`config.mk`:
```
export PLATFORM = sky130hd
export DESIGN_NAME = single_wire_slave
export DESIGN_NICKNAME = d
export VERILOG_FILES = /design/src/single_wire_pkg.sv /design/src/single_wire_slave.sv /design/src/bit_fifo.sv
export SDC_FILE = /design/constraint.sdc
export NUM_CORES = 1
export LEC_CHECK = 0
export BUFFER_PORTS_ARGS = -buffer_cell sky130_fd_sc_hd__clkbuf_2
export CAP_MARGIN = 20
export CORE_UTILIZATION = 55
export CTS_BUF_LIST = sky130_fd_sc_hd__clkbuf_4
export DETAILED_ROUTE_END_ITERATION = 10
export GPL_TIMING_DRIVEN = 0
export PLACE_DENSITY = 0.75
export SYNTH_ARGS = -nofsm -noshare
export SYNTH_HDL_FRONTEND = slang
export SYNTH_SLANG_ARGS = --single-unit
```
`constraint.sdc`:
```
create_clock -name ref_clk -period 3.2 [get_ports ref_clk]
set_input_delay 0.32 -clock ref_clk [delete_from_list [all_inputs] [get_ports ref_clk]]
set_output_delay 0.32 -clock ref_clk [all_outputs]
set_load 0.1 [all_outputs]
```
`src/single_wire_pkg.sv`:
```
// constants, timing and state types for the single-wire slave front end
package single_wire_pkg;

    localparam int CLK_PERIOD_NS = 100;
    localparam int CNT_W         = 14;
    localparam int FIFO_WIDTH    = 1;
    localparam int FIFO_DEPTH    = 32;

    // least time rounds up, longest time rounds down, never below one cycle
    function automatic int cycMin(input int ns);
        int c;
        c = (ns + CLK_PERIOD_NS - 1) / CLK_PERIOD_NS;
        return (c < 1) ? 1 : c;
    endfunction : cycMin

    function automatic int cycMax(input int ns);
        int c;
        c = ns / CLK_PERIOD_NS;
        return (c < 1) ? 1 : c;
    endfunction : cycMax

    // times in ns
    localparam int PRES_HIGH_STD_NS  = 30000;
    localparam int PRES_HIGH_OD_NS   = 3000;
    localparam int PRES_LOW_STD_NS   = 120000;
    localparam int PRES_LOW_OD_NS    = 10000;
    localparam int WR_SAMPLE_STD_NS  = 30000;
    localparam int WR_SAMPLE_OD_NS   = 3000;
    localparam int RD_HOLD_STD_NS    = 30000;
    localparam int RD_HOLD_OD_NS     = 3000;
    localparam int HOLDOFF_STD_NS    = 1000;
    localparam int HOLDOFF_OD_NS     = 500;
    localparam int RST_LOW_OD_NS     = 48000;
    localparam int OD_KEEP_MAX_NS    = 80000;
    localparam int FALL_FILTER_NS    = 300;

    localparam logic [CNT_W-1:0] PRES_HIGH_STD_CYC = CNT_W'(cycMin(PRES_HIGH_STD_NS));
    localparam logic [CNT_W-1:0] PRES_HIGH_OD_CYC  = CNT_W'(cycMin(PRES_HIGH_OD_NS));
    localparam logic [CNT_W-1:0] PRES_LOW_STD_CYC  = CNT_W'(cycMin(PRES_LOW_STD_NS));
    localparam logic [CNT_W-1:0] PRES_LOW_OD_CYC   = CNT_W'(cycMin(PRES_LOW_OD_NS));
    localparam logic [CNT_W-1:0] WR_SAMPLE_STD_CYC = CNT_W'(cycMax(WR_SAMPLE_STD_NS));
    localparam logic [CNT_W-1:0] WR_SAMPLE_OD_CYC  = CNT_W'(cycMax(WR_SAMPLE_OD_NS));
    localparam logic [CNT_W-1:0] RD_HOLD_STD_CYC   = CNT_W'(cycMin(RD_HOLD_STD_NS));
    localparam logic [CNT_W-1:0] RD_HOLD_OD_CYC    = CNT_W'(cycMin(RD_HOLD_OD_NS));
    localparam logic [CNT_W-1:0] HOLDOFF_STD_CYC   = CNT_W'(cycMin(HOLDOFF_STD_NS));
    localparam logic [CNT_W-1:0] HOLDOFF_OD_CYC    = CNT_W'(cycMin(HOLDOFF_OD_NS));
    localparam logic [CNT_W-1:0] RST_LOW_OD_CYC    = CNT_W'(cycMin(RST_LOW_OD_NS));
    localparam logic [CNT_W-1:0] OD_KEEP_MAX_CYC   = CNT_W'(cycMax(OD_KEEP_MAX_NS));
    localparam logic [CNT_W-1:0] FALL_FILTER_CYC   = CNT_W'(cycMin(FALL_FILTER_NS));
    localparam logic [CNT_W-1:0] CNT_ONE           = CNT_W'(1);
    localparam logic [CNT_W-1:0] CNT_ZERO          = CNT_W'(0);
    localparam logic [CNT_W-1:0] CNT_MAX           = {CNT_W{1'b1}};

    typedef enum logic [2:0] {
        S_IDLE,
        S_FILTER,
        S_LOW,
        S_HOLDOFF,
        S_PDH,
        S_PDL,
        S_PRELEASE
    } link_state_t;

endpackage : single_wire_pkg

```
`src/single_wire_slave.sv`:
```
// bit-level signalling front end of a single-wire bus slave
`timescale 1ns/1ns
module single_wire_slave
    import single_wire_pkg::*;
#(
    parameter int RST_LOW_STD_US = 480,
    parameter int OD_EXIT_US     = 690
)(
    input  wire logic ref_clk,
    input  wire logic rst,
    input  wire logic clkEn,
    input  wire logic lineIn,
    output logic      lineOut,
    output logic      lineOeN,
    input  wire logic txValid,
    input  wire logic txBit,
    output logic      txReady,
    output logic      rxValid,
    output logic      rxBit,
    input  wire logic rxReady,
    output logic      rxDrop,
    input  wire logic setOverdrive,
    output logic      overdrive,
    output logic      resetPulse
);
    localparam logic [CNT_W-1:0] RST_LOW_STD_CYC = CNT_W'(cycMin(RST_LOW_STD_US * 1000));
    localparam logic [CNT_W-1:0] OD_EXIT_CYC     = CNT_W'(cycMin(OD_EXIT_US * 1000));

    typedef struct packed {
        link_state_t      st;
        logic [CNT_W-1:0] cnt;
        logic             lineQ;
        logic             od;
        logic             isRead;
        logic             rdBit;
        logic             sampled;
        logic             drvN;
        logic             outLvl;
        logic             txReady;
        logic             resetPulse;
        logic             pushV;
        logic             pushBit;
        logic             drop;
    } slave_state_t;

    localparam slave_state_t RESET_STATE = '{
        st: S_IDLE, cnt: CNT_ZERO, lineQ: 1'b1, od: 1'b0, isRead: 1'b0,
        rdBit: 1'b1, sampled: 1'b0, drvN: 1'b1, outLvl: 1'b0, txReady: 1'b0,
        resetPulse: 1'b0, pushV: 1'b0, pushBit: 1'b0, drop: 1'b0
    };

    // pick the threshold of the active speed
    function automatic logic [CNT_W-1:0] pickCyc(
        input logic             fast,
        input logic [CNT_W-1:0] stdCyc,
        input logic [CNT_W-1:0] odCyc
    );
        return fast ? odCyc : stdCyc;
    endfunction : pickCyc

    slave_state_t     s_reg;
    slave_state_t     s_next;
    logic             fifoInReady;
    logic [CNT_W-1:0] cntInc;
    logic [CNT_W-1:0] pdhSel;
    logic [CNT_W-1:0] pdlSel;
    logic [CNT_W-1:0] sampleSel;
    logic [CNT_W-1:0] rdHoldSel;
    logic [CNT_W-1:0] holdoffSel;
    logic [CNT_W-1:0] rstSel;
    logic             riseNow;

    assign cntInc     = (s_reg.cnt == CNT_MAX) ? CNT_MAX : CNT_W'(s_reg.cnt + CNT_ONE);
    assign pdhSel     = pickCyc(s_reg.od, PRES_HIGH_STD_CYC, PRES_HIGH_OD_CYC);
    assign pdlSel     = pickCyc(s_reg.od, PRES_LOW_STD_CYC, PRES_LOW_OD_CYC);
    assign sampleSel  = pickCyc(s_reg.od, WR_SAMPLE_STD_CYC, WR_SAMPLE_OD_CYC);
    assign rdHoldSel  = pickCyc(s_reg.od, RD_HOLD_STD_CYC, RD_HOLD_OD_CYC);
    assign holdoffSel = pickCyc(s_reg.od, HOLDOFF_STD_CYC, HOLDOFF_OD_CYC);
    assign rstSel     = pickCyc(s_reg.od, RST_LOW_STD_CYC, RST_LOW_OD_CYC);
    // line back high while this end is not pulling it
    assign riseNow    = (s_reg.st == S_LOW) && s_reg.lineQ && s_reg.drvN;

    always_comb
    begin
        s_next            = s_reg;
        s_next.lineQ      = lineIn;
        s_next.txReady    = 1'b0;
        s_next.resetPulse = 1'b0;
        s_next.pushV      = 1'b0;
        s_next.drop       = s_reg.pushV && !fifoInReady;
        case (s_reg.st)
            S_IDLE:
            begin
                if (!s_reg.lineQ)
                begin
                    s_next.cnt = CNT_ONE;
                    s_next.st  = S_FILTER;
                    if (s_reg.od)
                    begin
                        s_next.st      = S_LOW;
                        s_next.cnt     = CNT_W'(CNT_ONE + CNT_ONE);
                        s_next.sampled = 1'b0;
                        s_next.isRead  = txValid;
                        s_next.rdBit   = txBit;
                        s_next.txReady = txValid;
                        s_next.drvN    = !(txValid && !txBit);
                    end
                end
            end
            S_FILTER:
            begin
                if (s_reg.lineQ)
                begin
                    s_next.st = S_IDLE;
                end
                else if (s_reg.cnt >= FALL_FILTER_CYC)
                begin
                    s_next.st      = S_LOW;
                    s_next.cnt     = cntInc;
                    s_next.sampled = 1'b0;
                    s_next.isRead  = txValid;
                    s_next.rdBit   = txBit;
                    s_next.txReady = txValid;
                    s_next.drvN    = !(txValid && !txBit);
                end
                else
                begin
                    s_next.cnt = cntInc;
                end
            end
            S_LOW:
            begin
                s_next.cnt = cntInc;
                if (!s_reg.drvN && s_reg.cnt >= rdHoldSel)
                begin
                    s_next.drvN = 1'b1;
                end
                if (riseNow)
                begin
                    s_next.cnt = CNT_ZERO;
                    if (s_reg.cnt >= rstSel)
                    begin
                        s_next.st         = S_PDH;
                        s_next.resetPulse = 1'b1;
                        if (s_reg.cnt >= OD_EXIT_CYC)
                        begin
                            s_next.od = 1'b0;
                        end
                        // shorter overdrive resets leave the flag alone
                    end
                    else
                    begin
                        s_next.st = S_HOLDOFF;
                        if (!s_reg.isRead)
                        begin
                            s_next.pushV   = 1'b1;
                            s_next.pushBit = s_reg.sampled ? s_reg.pushBit : 1'b1;
                        end
                    end
                end
                else if (!s_reg.isRead && !s_reg.sampled && s_reg.cnt == sampleSel)
                begin
                    // bit held until the rising edge proves this was a slot, not a reset
                    s_next.sampled = 1'b1;
                    s_next.pushBit = s_reg.lineQ;
                end
            end
            S_HOLDOFF:
            begin
                s_next.cnt = cntInc;
                if (cntInc >= holdoffSel)
                begin
                    s_next.st = S_IDLE;
                end
            end
            S_PDH:
            begin
                s_next.cnt = cntInc;
                if (cntInc >= pdhSel)
                begin
                    s_next.st   = S_PDL;
                    s_next.cnt  = CNT_ZERO;
                    s_next.drvN = 1'b0;
                end
            end
            S_PDL:
            begin
                s_next.cnt = cntInc;
                if (cntInc >= pdlSel)
                begin
                    s_next.st   = S_PRELEASE;
                    s_next.drvN = 1'b1;
                end
            end
            S_PRELEASE:
            begin
                if (s_reg.lineQ)
                begin
                    s_next.st  = S_HOLDOFF;
                    s_next.cnt = CNT_ZERO;
                end
            end
            default:
            begin
                s_next = RESET_STATE;
            end
        endcase
        if (setOverdrive)
        begin
            s_next.od = 1'b1;
        end
    end

    always_ff @(posedge ref_clk)
    begin
        if (rst)
        begin
            s_reg <= RESET_STATE;
        end
        else if (clkEn)
        begin
            s_reg <= s_next;
        end
    end

    bit_fifo #(
        .WIDTH (FIFO_WIDTH),
        .DEPTH (FIFO_DEPTH)
    ) u_rx_fifo (
        .ref_clk  (ref_clk),
        .rst      (rst),
        .clkEn    (clkEn),
        .inValid  (s_reg.pushV),
        .inData   (s_reg.pushBit),
        .inReady  (fifoInReady),
        .outValid (rxValid),
        .outData  (rxBit),
        .outReady (rxReady)
    );

    assign lineOut    = s_reg.outLvl;
    assign lineOeN    = s_reg.drvN;
    assign txReady    = s_reg.txReady;
    assign overdrive  = s_reg.od;
    assign resetPulse = s_reg.resetPulse;
    assign rxDrop     = s_reg.drop;

    // helper: cycles the line has been pulled by this end
    logic [CNT_W-1:0] drvLen;
    always_ff @(posedge ref_clk)
    begin
        if (rst)
        begin
            drvLen <= CNT_ZERO;
        end
        else if (clkEn)
        begin
            drvLen <= s_reg.drvN ? CNT_ZERO : CNT_W'(drvLen + CNT_ONE);
        end
    end
endmodule : single_wire_slave

```
`src/bit_fifo.sv`:
```
// small synchronous fifo with registered output stage
`timescale 1ns/1ns
module bit_fifo
    import single_wire_pkg::*;
#(
    parameter int WIDTH = FIFO_WIDTH,
    parameter int DEPTH = FIFO_DEPTH
)(
    input  wire logic             ref_clk,
    input  wire logic             rst,
    input  wire logic             clkEn,
    input  wire logic             inValid,
    input  wire logic [WIDTH-1:0] inData,
    output logic                  inReady,
    output logic                  outValid,
    output logic      [WIDTH-1:0] outData,
    input  wire logic             outReady
);
    localparam int PTR_W = $clog2(DEPTH);
    localparam int CNT_FW = $clog2(DEPTH + 1);
    localparam logic [CNT_FW-1:0] FULL_CNT = CNT_FW'(DEPTH);

    typedef struct packed {
        logic [PTR_W-1:0]  wrPtr;
        logic [PTR_W-1:0]  rdPtr;
        logic [CNT_FW-1:0] count;
        logic              outValid;
        logic [WIDTH-1:0]  outData;
    } fifo_state_t;

    fifo_state_t      s_reg;
    fifo_state_t      s_next;
    logic [WIDTH-1:0] mem [DEPTH];
    logic             push;
    logic             load;

    // the output stage counts as one of the words, so the whole fifo holds DEPTH
    assign inReady  = (CNT_FW'(s_reg.count + CNT_FW'(s_reg.outValid)) != FULL_CNT);
    assign push     = inValid && inReady;
    assign load     = (s_reg.count != '0) && (!s_reg.outValid || outReady);
    assign outValid = s_reg.outValid;
    assign outData  = s_reg.outData;

    always_comb
    begin
        s_next = s_reg;
        if (push)
        begin
            s_next.wrPtr = PTR_W'(s_reg.wrPtr + 1'b1);
        end
        if (load)
        begin
            s_next.rdPtr    = PTR_W'(s_reg.rdPtr + 1'b1);
            s_next.outData  = mem[s_reg.rdPtr];
            s_next.outValid = 1'b1;
        end
        else if (outReady)
        begin
            s_next.outValid = 1'b0;
        end
        s_next.count = CNT_FW'(s_reg.count + CNT_FW'(push) - CNT_FW'(load));
    end

    always_ff @(posedge ref_clk)
    begin
        if (clkEn && push)
        begin
            mem[s_reg.wrPtr] <= inData;
        end
    end

    always_ff @(posedge ref_clk)
    begin
        if (rst)
        begin
            s_reg <= '0;
        end
        else if (clkEn)
        begin
            s_reg <= s_next;
        end
    end

endmodule : bit_fifo

```
# [Yosys cells after proc, flatten, opt, wreduce, memory -nomap -nowiden]
# Memories as Yosys holds them, arrays and structs flattened. A register that Yosys moved wholly into a read port is not among the register bits.
# Cells that the tools add are included.
[word_totals] output_inout_bits=8 mem_count=1 inputBits=8 reg_bits=44 mem_bits_rw=32
[classes] order_cmp=7 muxes=53 n_reduce_logical=36 n_addsub=6 bitwise_logic=4 eq_ne=30
[memory_table] memory="u_rx_fifo.mem" depth=32 word_bits=1 rd=1 rd_ports_with_merged_regs=1 write_ports=1 line_no="bit_fifo.sv:33" text="logic [WIDTH-1:0] mem [DEPTH];"
[op_table] op="$pmux 17 s7" count=1
[op_table] op="$mux 17" count=4
[op_table] op="$ge 14x9->1" count=2
[op_table] op="$mux 14" count=2
[op_table] op="$mux 1" count=23
[op_table] op="$mux 4" count=5
[op_table] op="$ne 2x2->1 const B" count=10
[op_table] op="$mux 16" count=1
[op_table] op="$reduce_and 8->1" count=2
[op_table] op="$mux 3" count=5
[op_table] op="$ne 3x3->1 const B" count=5
[op_table] op="$add 14x1->14 const B" count=1
[op_table] op="$eq 14x14->1 const B" count=1
[op_table] op="$eq 14x9->1" count=1
[op_table] op="$ge 14x11->1" count=1
[op_table] op="$ge 14x13->1" count=1
[op_table] op="$ge 14x13->1 const B" count=1
[op_table] op="$ge 14x2->1 const B" count=1
[op_table] op="$ge 14x4->1" count=1
[op_table] op="$mux 13" count=1
[op_table] op="$add 6x1->6" count=2
[op_table] op="$reduce_and 6->1" count=2
[op_table] op="$mux 11" count=1
[op_table] op="$add 5x1->5 const B" count=2
[op_table] op="30 further kinds" count=60

# [Depth between registers and ports, before layout]
[depth] ltp_word=6 depth_mapped=16

# [By module]
# Synthesis repeated with hierarchy kept, for this count alone.
[unflattened] cells_unflattened=576 hier_area_um2=5358.9
[modules_own_cells] module="single_wire_slave" area_each_um2=2717.6 cells_each=346 n_inst=1
[modules_own_cells] module="bit_fifo" area_each_um2=2641.3 cells_each=230 n_inst=1

# [Least setup slack after synthesis]
# OpenSTA, ideal clock, no wires.
[synth_timing] path_kind="register to register" from="reg s_reg (netlist bit overdrive)" to="reg s_reg[15] in the netlist's numbering" stages_incl_launch_ff=11 arrival_ps=3718 n_path_buf=1 required_ps=3140 slack_ps=-578 path_cell_list="dfxtp_1 inv_1 ha_1 a21oi_1 nand2_1 o311a_1 or4_4 o41ai_4 and2_1 buf_4 a22o_1"
[synth_between] elab_chain_len=4
[synth_lines] item="start: declaration" line_no="single_wire_slave.sv:61" text="slave_state_t s_reg;"
[synth_lines] item="start signal: assignment" line_no="single_wire_slave.sv:222" text="s_reg <= s_next;"
[synth_lines] item="$mux 9" line_no="single_wire_slave.sv:58" text="return fast ? odCyc : stdCyc;"
[synth_lines] item="$ge 14x9->1" line_no="single_wire_slave.sv:179" text="if (cntInc >= pdhSel)"
[synth_lines] item="$mux 17" line_no="single_wire_slave.sv:179"
[synth_lines] item="$pmux 17 s7" line_no="single_wire_slave.sv:91" text="case (s_reg.st)"
# Every way passes these cells. The select of a mux whose other input is x is not followed.
# A chain may end at the register's enable or synchronous reset.

# [Final worst setup path]
[layout_timing] from="reg s_reg[21] in the netlist's numbering" to="reg s_reg[20] in the netlist's numbering"
[layout_between] elab_chain_len=5
[layout_lines] item="$add 14x1->14 / $eq 14x14->1 (equally long branches)" line_no="single_wire_slave.sv:73" text="assign cntInc = (s_reg.cnt == CNT_MAX) ? CNT_MAX : CNT_W'(s_reg.cnt + CNT_ONE);"
[layout_lines] item="$mux 14 *" line_no="single_wire_slave.sv:73"
[layout_lines] item="$ge 14x9->1" line_no="single_wire_slave.sv:179"
[layout_lines] item="$mux 17" line_no="single_wire_slave.sv:179"
[layout_lines] item="$pmux 17 s7 *" line_no="single_wire_slave.sv:91"
# Mark *: on every way between the ends. The rest lies on a longest branch, timed or not. The select of a mux whose other input is x is not followed.

==> summary.txt <==
Run status
  • Outcome: complete, but fails checks
  • Failing checks: setup timing

STA
  • Max-slew violations: 0
  • Worst Skew: 23.9 ps
  • Slack of the critical path: -148 ps
  • Final Hold Vio Count: 0
  • Period utilization: 1.05
  • RSZ-0062 raised after global routing: true
  • Slew headroom: 0.318
  • Tmin final: around 3300 ps
  • Least-Margin Pin Slew: 1020 ps
  • Final setup fails: 18
  • Fmax: 299 MHz

Synth
  • Mapped Area: 5000 um2
  • Synth Flop Type: dfxtp_1
  • Top cells by area, synth: edfxtp_1 19%, dfxtp_1 18%, ha_1 10%
  • Top-count cell post-synth: nor2_1
  • Share of the synthesized area in the top cell type: 0.192
  • Post-synth top cells: 64 x nor2_1, 45 x dfxtp_1, 44 x nand2_1
  • Largest area contributor in the netlist: edfxtp_1
  • Syn_nets: 586
  • Flops & latches, synth: between 70 and 80
  • Yosys Warn Count: 0
  • Post-synth ARST share: 0
  • Post-synthesis sequential area ratio: 0.373
  • Post-synth EDFFs: 32
  • Syn Inst Count: between 500 and 600
  • Syn Area/Cell: 9.32 um2
  • Yosys cell types: 71

Final layout
  • Final Non-Filler Cells: 684
  • Nets: approximately 620
  • Number of flip-flops in the largest register: 32
  • Share of cells above drive strength 1: 0.194
  • Util after Layout: 0.647
  • Area grow syn2layout: 13.4%
  • Ant diodes: 0
  • Final instance area: 5670 um2

GRT
  • Vias in the first global route: approximately 4200
  • Tot GR Track Use: 0.271
  • First-pass GRT wire length: approximately 21 mm
  • Initial antenna violation count: 0
  • Largest net degree at the start of global routing: 34
  • GR Overflow Total: 0

Clocking
  • CTS Buffer Depth: 2
  • H-tree depth: 3
  • Worst-path clk slew: 140 ps
  • Hold_buf cts: 0
  • Clk sink count: 77
  • CTS tree: built
  • Clock root buffer: clkbuf_4
  • TritonCTS buffer count: 9
  • Clock latency on the worst-skew pair: 440 ps

Run
  • MaxCap Viol Count: 0

Floorplan
  • Initial core utilization: 0.570
  • Die ar.: 9470 um2
  • Die width: approximately 100 um
  • Core area: 8760 um2
  • Io pins: 16
  • Die Ht: 97.3 um
  • Row cnt: 34

Setup path
  • Worst endpoint data arrival time: ~3700 ps
  • Worst Path Max Fanout: 8
  • Critical path endpoint category: flop
  • RR Startpoint: s_reg[21]$_SDFFE_PP0P_
  • WP data required: about 3600 ps
  • Reg-to-reg endpoint: s_reg[20]$_SDFFE_PP0P_
  • R2R cell count: 12
  • Startpoint Class: flop
  • Setup CP Type: reg -> reg
  • Slowest stage delay, CP: 550 ps
  • Slowest CP cell: or4_4
  • Critical path, cell by cell: nand2_2 -> or4_1 -> buf_6 -> nand2b_4 -> ha_4 -> a21oi_4 -> nand2_1 -> o311a_1 -> or4_4 -> o41ai_4 -> and2_4 -> a22o_1
  • R2R Setup Slk: -150 ps

Route
  • Initial detailed-routing violation count: around 290
  • Post-route ant nets: 0
  • Drc violations: 0
  • Avg WL per Cell: 18.3 um
  • Vias: 4315
  • Routed WL: 12.5 mm
  • Drt pass-1 iters: 5
  • Via/cell ratio: 6.31

Power
  • Switch share: 0.351
  • Power Dens Cells: 479 nW/um2
  • Overall power: 0.00271 W
  • Max rail drop VDD: 228 uV
  • Clock network power share: 0.274
  • Leak: about 2.2 nW
  • Total net switching power: approximately 0.00095 W
  • Int Pwr: ~0.0018 W
  • Sequential power share: 0.420
  • Combinational share of power: 0.307

Hold path
  • Critical hold path startpoint: setOverdrive
  • WHS Endpoint: overdrive$_SDFFE_PP0P_
  • HP Class: in -> reg
  • Hold Path Cell Cnt: 3

Place
  • Dpl cells: between 600 and 700
  • Dpl hpwl: roughly 8.6 mm
  • Dpl cell area: 5260 um2
  • GPL Wtd Cong: around 0.92
  • Port bufs: 12
==> power groups by stage <==
| stage | clock [W] | sequential (W) | combinational [W] |
|---|---|---|---|
| 2_1_floorplan | 0 | 0.00121 | 0.000593 |
| 3_3_place_gp | 0 | 0.00116 | 0.000776 |
| 3_5_place_dp | 0 | 0.00117 | 0.000803 |
| 4_1_cts | 0.000741 | 0.00114 | 0.000816 |
| 5_1_grt | 0.000786 | 0.00115 | 0.000927 |
| 6_report | 0.000743 | 0.00114 | 0.000831 |
==> placed cells by master, fill, tap and decap left out, types with 11 or more instances in the layout <==
master	synthesis	final
nand4_1	11	11
buf_4	5	18
nor2_1	64	64
ha_1	41	39
nand2_1	44	42
edfxtp_1	32	32
o21ai_0	12	12
inv_1	30	30
dfxtp_1	45	30
nor3_1	14	12
xnor2_1	13	12
clkbuf_1	17	15
clkbuf_2	0	13
a21oi_1	25	24
==> what timing repair did <==
item | in CTS | in global routing
setup buffers | 12 | 5
pin swaps | 4 | 11
endpoints found under the setup margin | 19 | 21
cloned | 0 | 0
resized for setup | 30 | 10
==> cell families after synthesis <==
kind of cell | count (synthesis) | synth area share
flops | 77 | 0.373
xor+xnor | 21 | 0.0368
compound gates | 114 | 0.165
buf+inv | 62 | 0.0521
other cells | 1 | 0.000750
simple gates | 200 | 0.203
mux | 19 | 0.0633
fa+ha+maj | 42 | 0.107
==> worst max-delay path by stage <==
stage / startpoint / end / slack [ps] / cells past startpoint
after global placement: s_reg[17]$_SDFFE_PP0P_ / s_reg[26]$_SDFFE_PP0P_ / -370 / 11
after CTS: s_reg[12]$_SDFFE_PP0P_ / s_reg[20]$_SDFFE_PP0P_ / -120 / 13
after floorplan: s_reg[19]$_SDFFE_PP0P_ / s_reg[15]$_SDFFE_PP0P_ / 9 / 14
final: s_reg[21]$_SDFFE_PP0P_ / s_reg[20]$_SDFFE_PP0P_ / -150 / 12
after global routing: s_reg[17]$_SDFFE_PP0P_ / s_reg[15]$_SDFFE_PP0P_ / -260 / 12
after detailed placement: s_reg[17]$_SDFFE_PP0P_ / s_reg[26]$_SDFFE_PP0P_ / -430 / 11
==> worst max-delay path, delay by kind of cell (launching register included) <==
kind	cells	cell delay, ps
AOI/OAI and AO/OA	4	870
DFF	1	430
buffers and inverters	1	150
adders and majority gates	1	210
and+or+nand+nor	6	1640
==> per-stage QoR <==
step | setup WS (ps) | TNS, ps | hold WS [ps]
floorplan | 9.22 | 0 | 457
global placement | -370 | -5110 | 463
detailed placement | -430 | -6350 | 463
CTS | -120 | -1060 | 106
global route | -262 | -4170 | 106
finish | -148 | -1850 | 112
==> layout make-up <==
class                   count  area, um2
clock buffers               9       67.6
multi-input cells         397       3010
clock inverters             7        109
well taps                 108        135
fillers                   717       3100
repair buffers             29        191
plain buffers              27        145
flip-flops and latches     77       1890
inverters                  30        113
==> routing by layer <==
metal  track usage  vias up  wire length, um
met2         0.458      181             6000
met4        0.0962        0              322
met3        0.0360       27              823
met1         0.359     2080             5400
met5             0        -                0
li1              -     2027                -
Power figures use the tool's default switching activity.
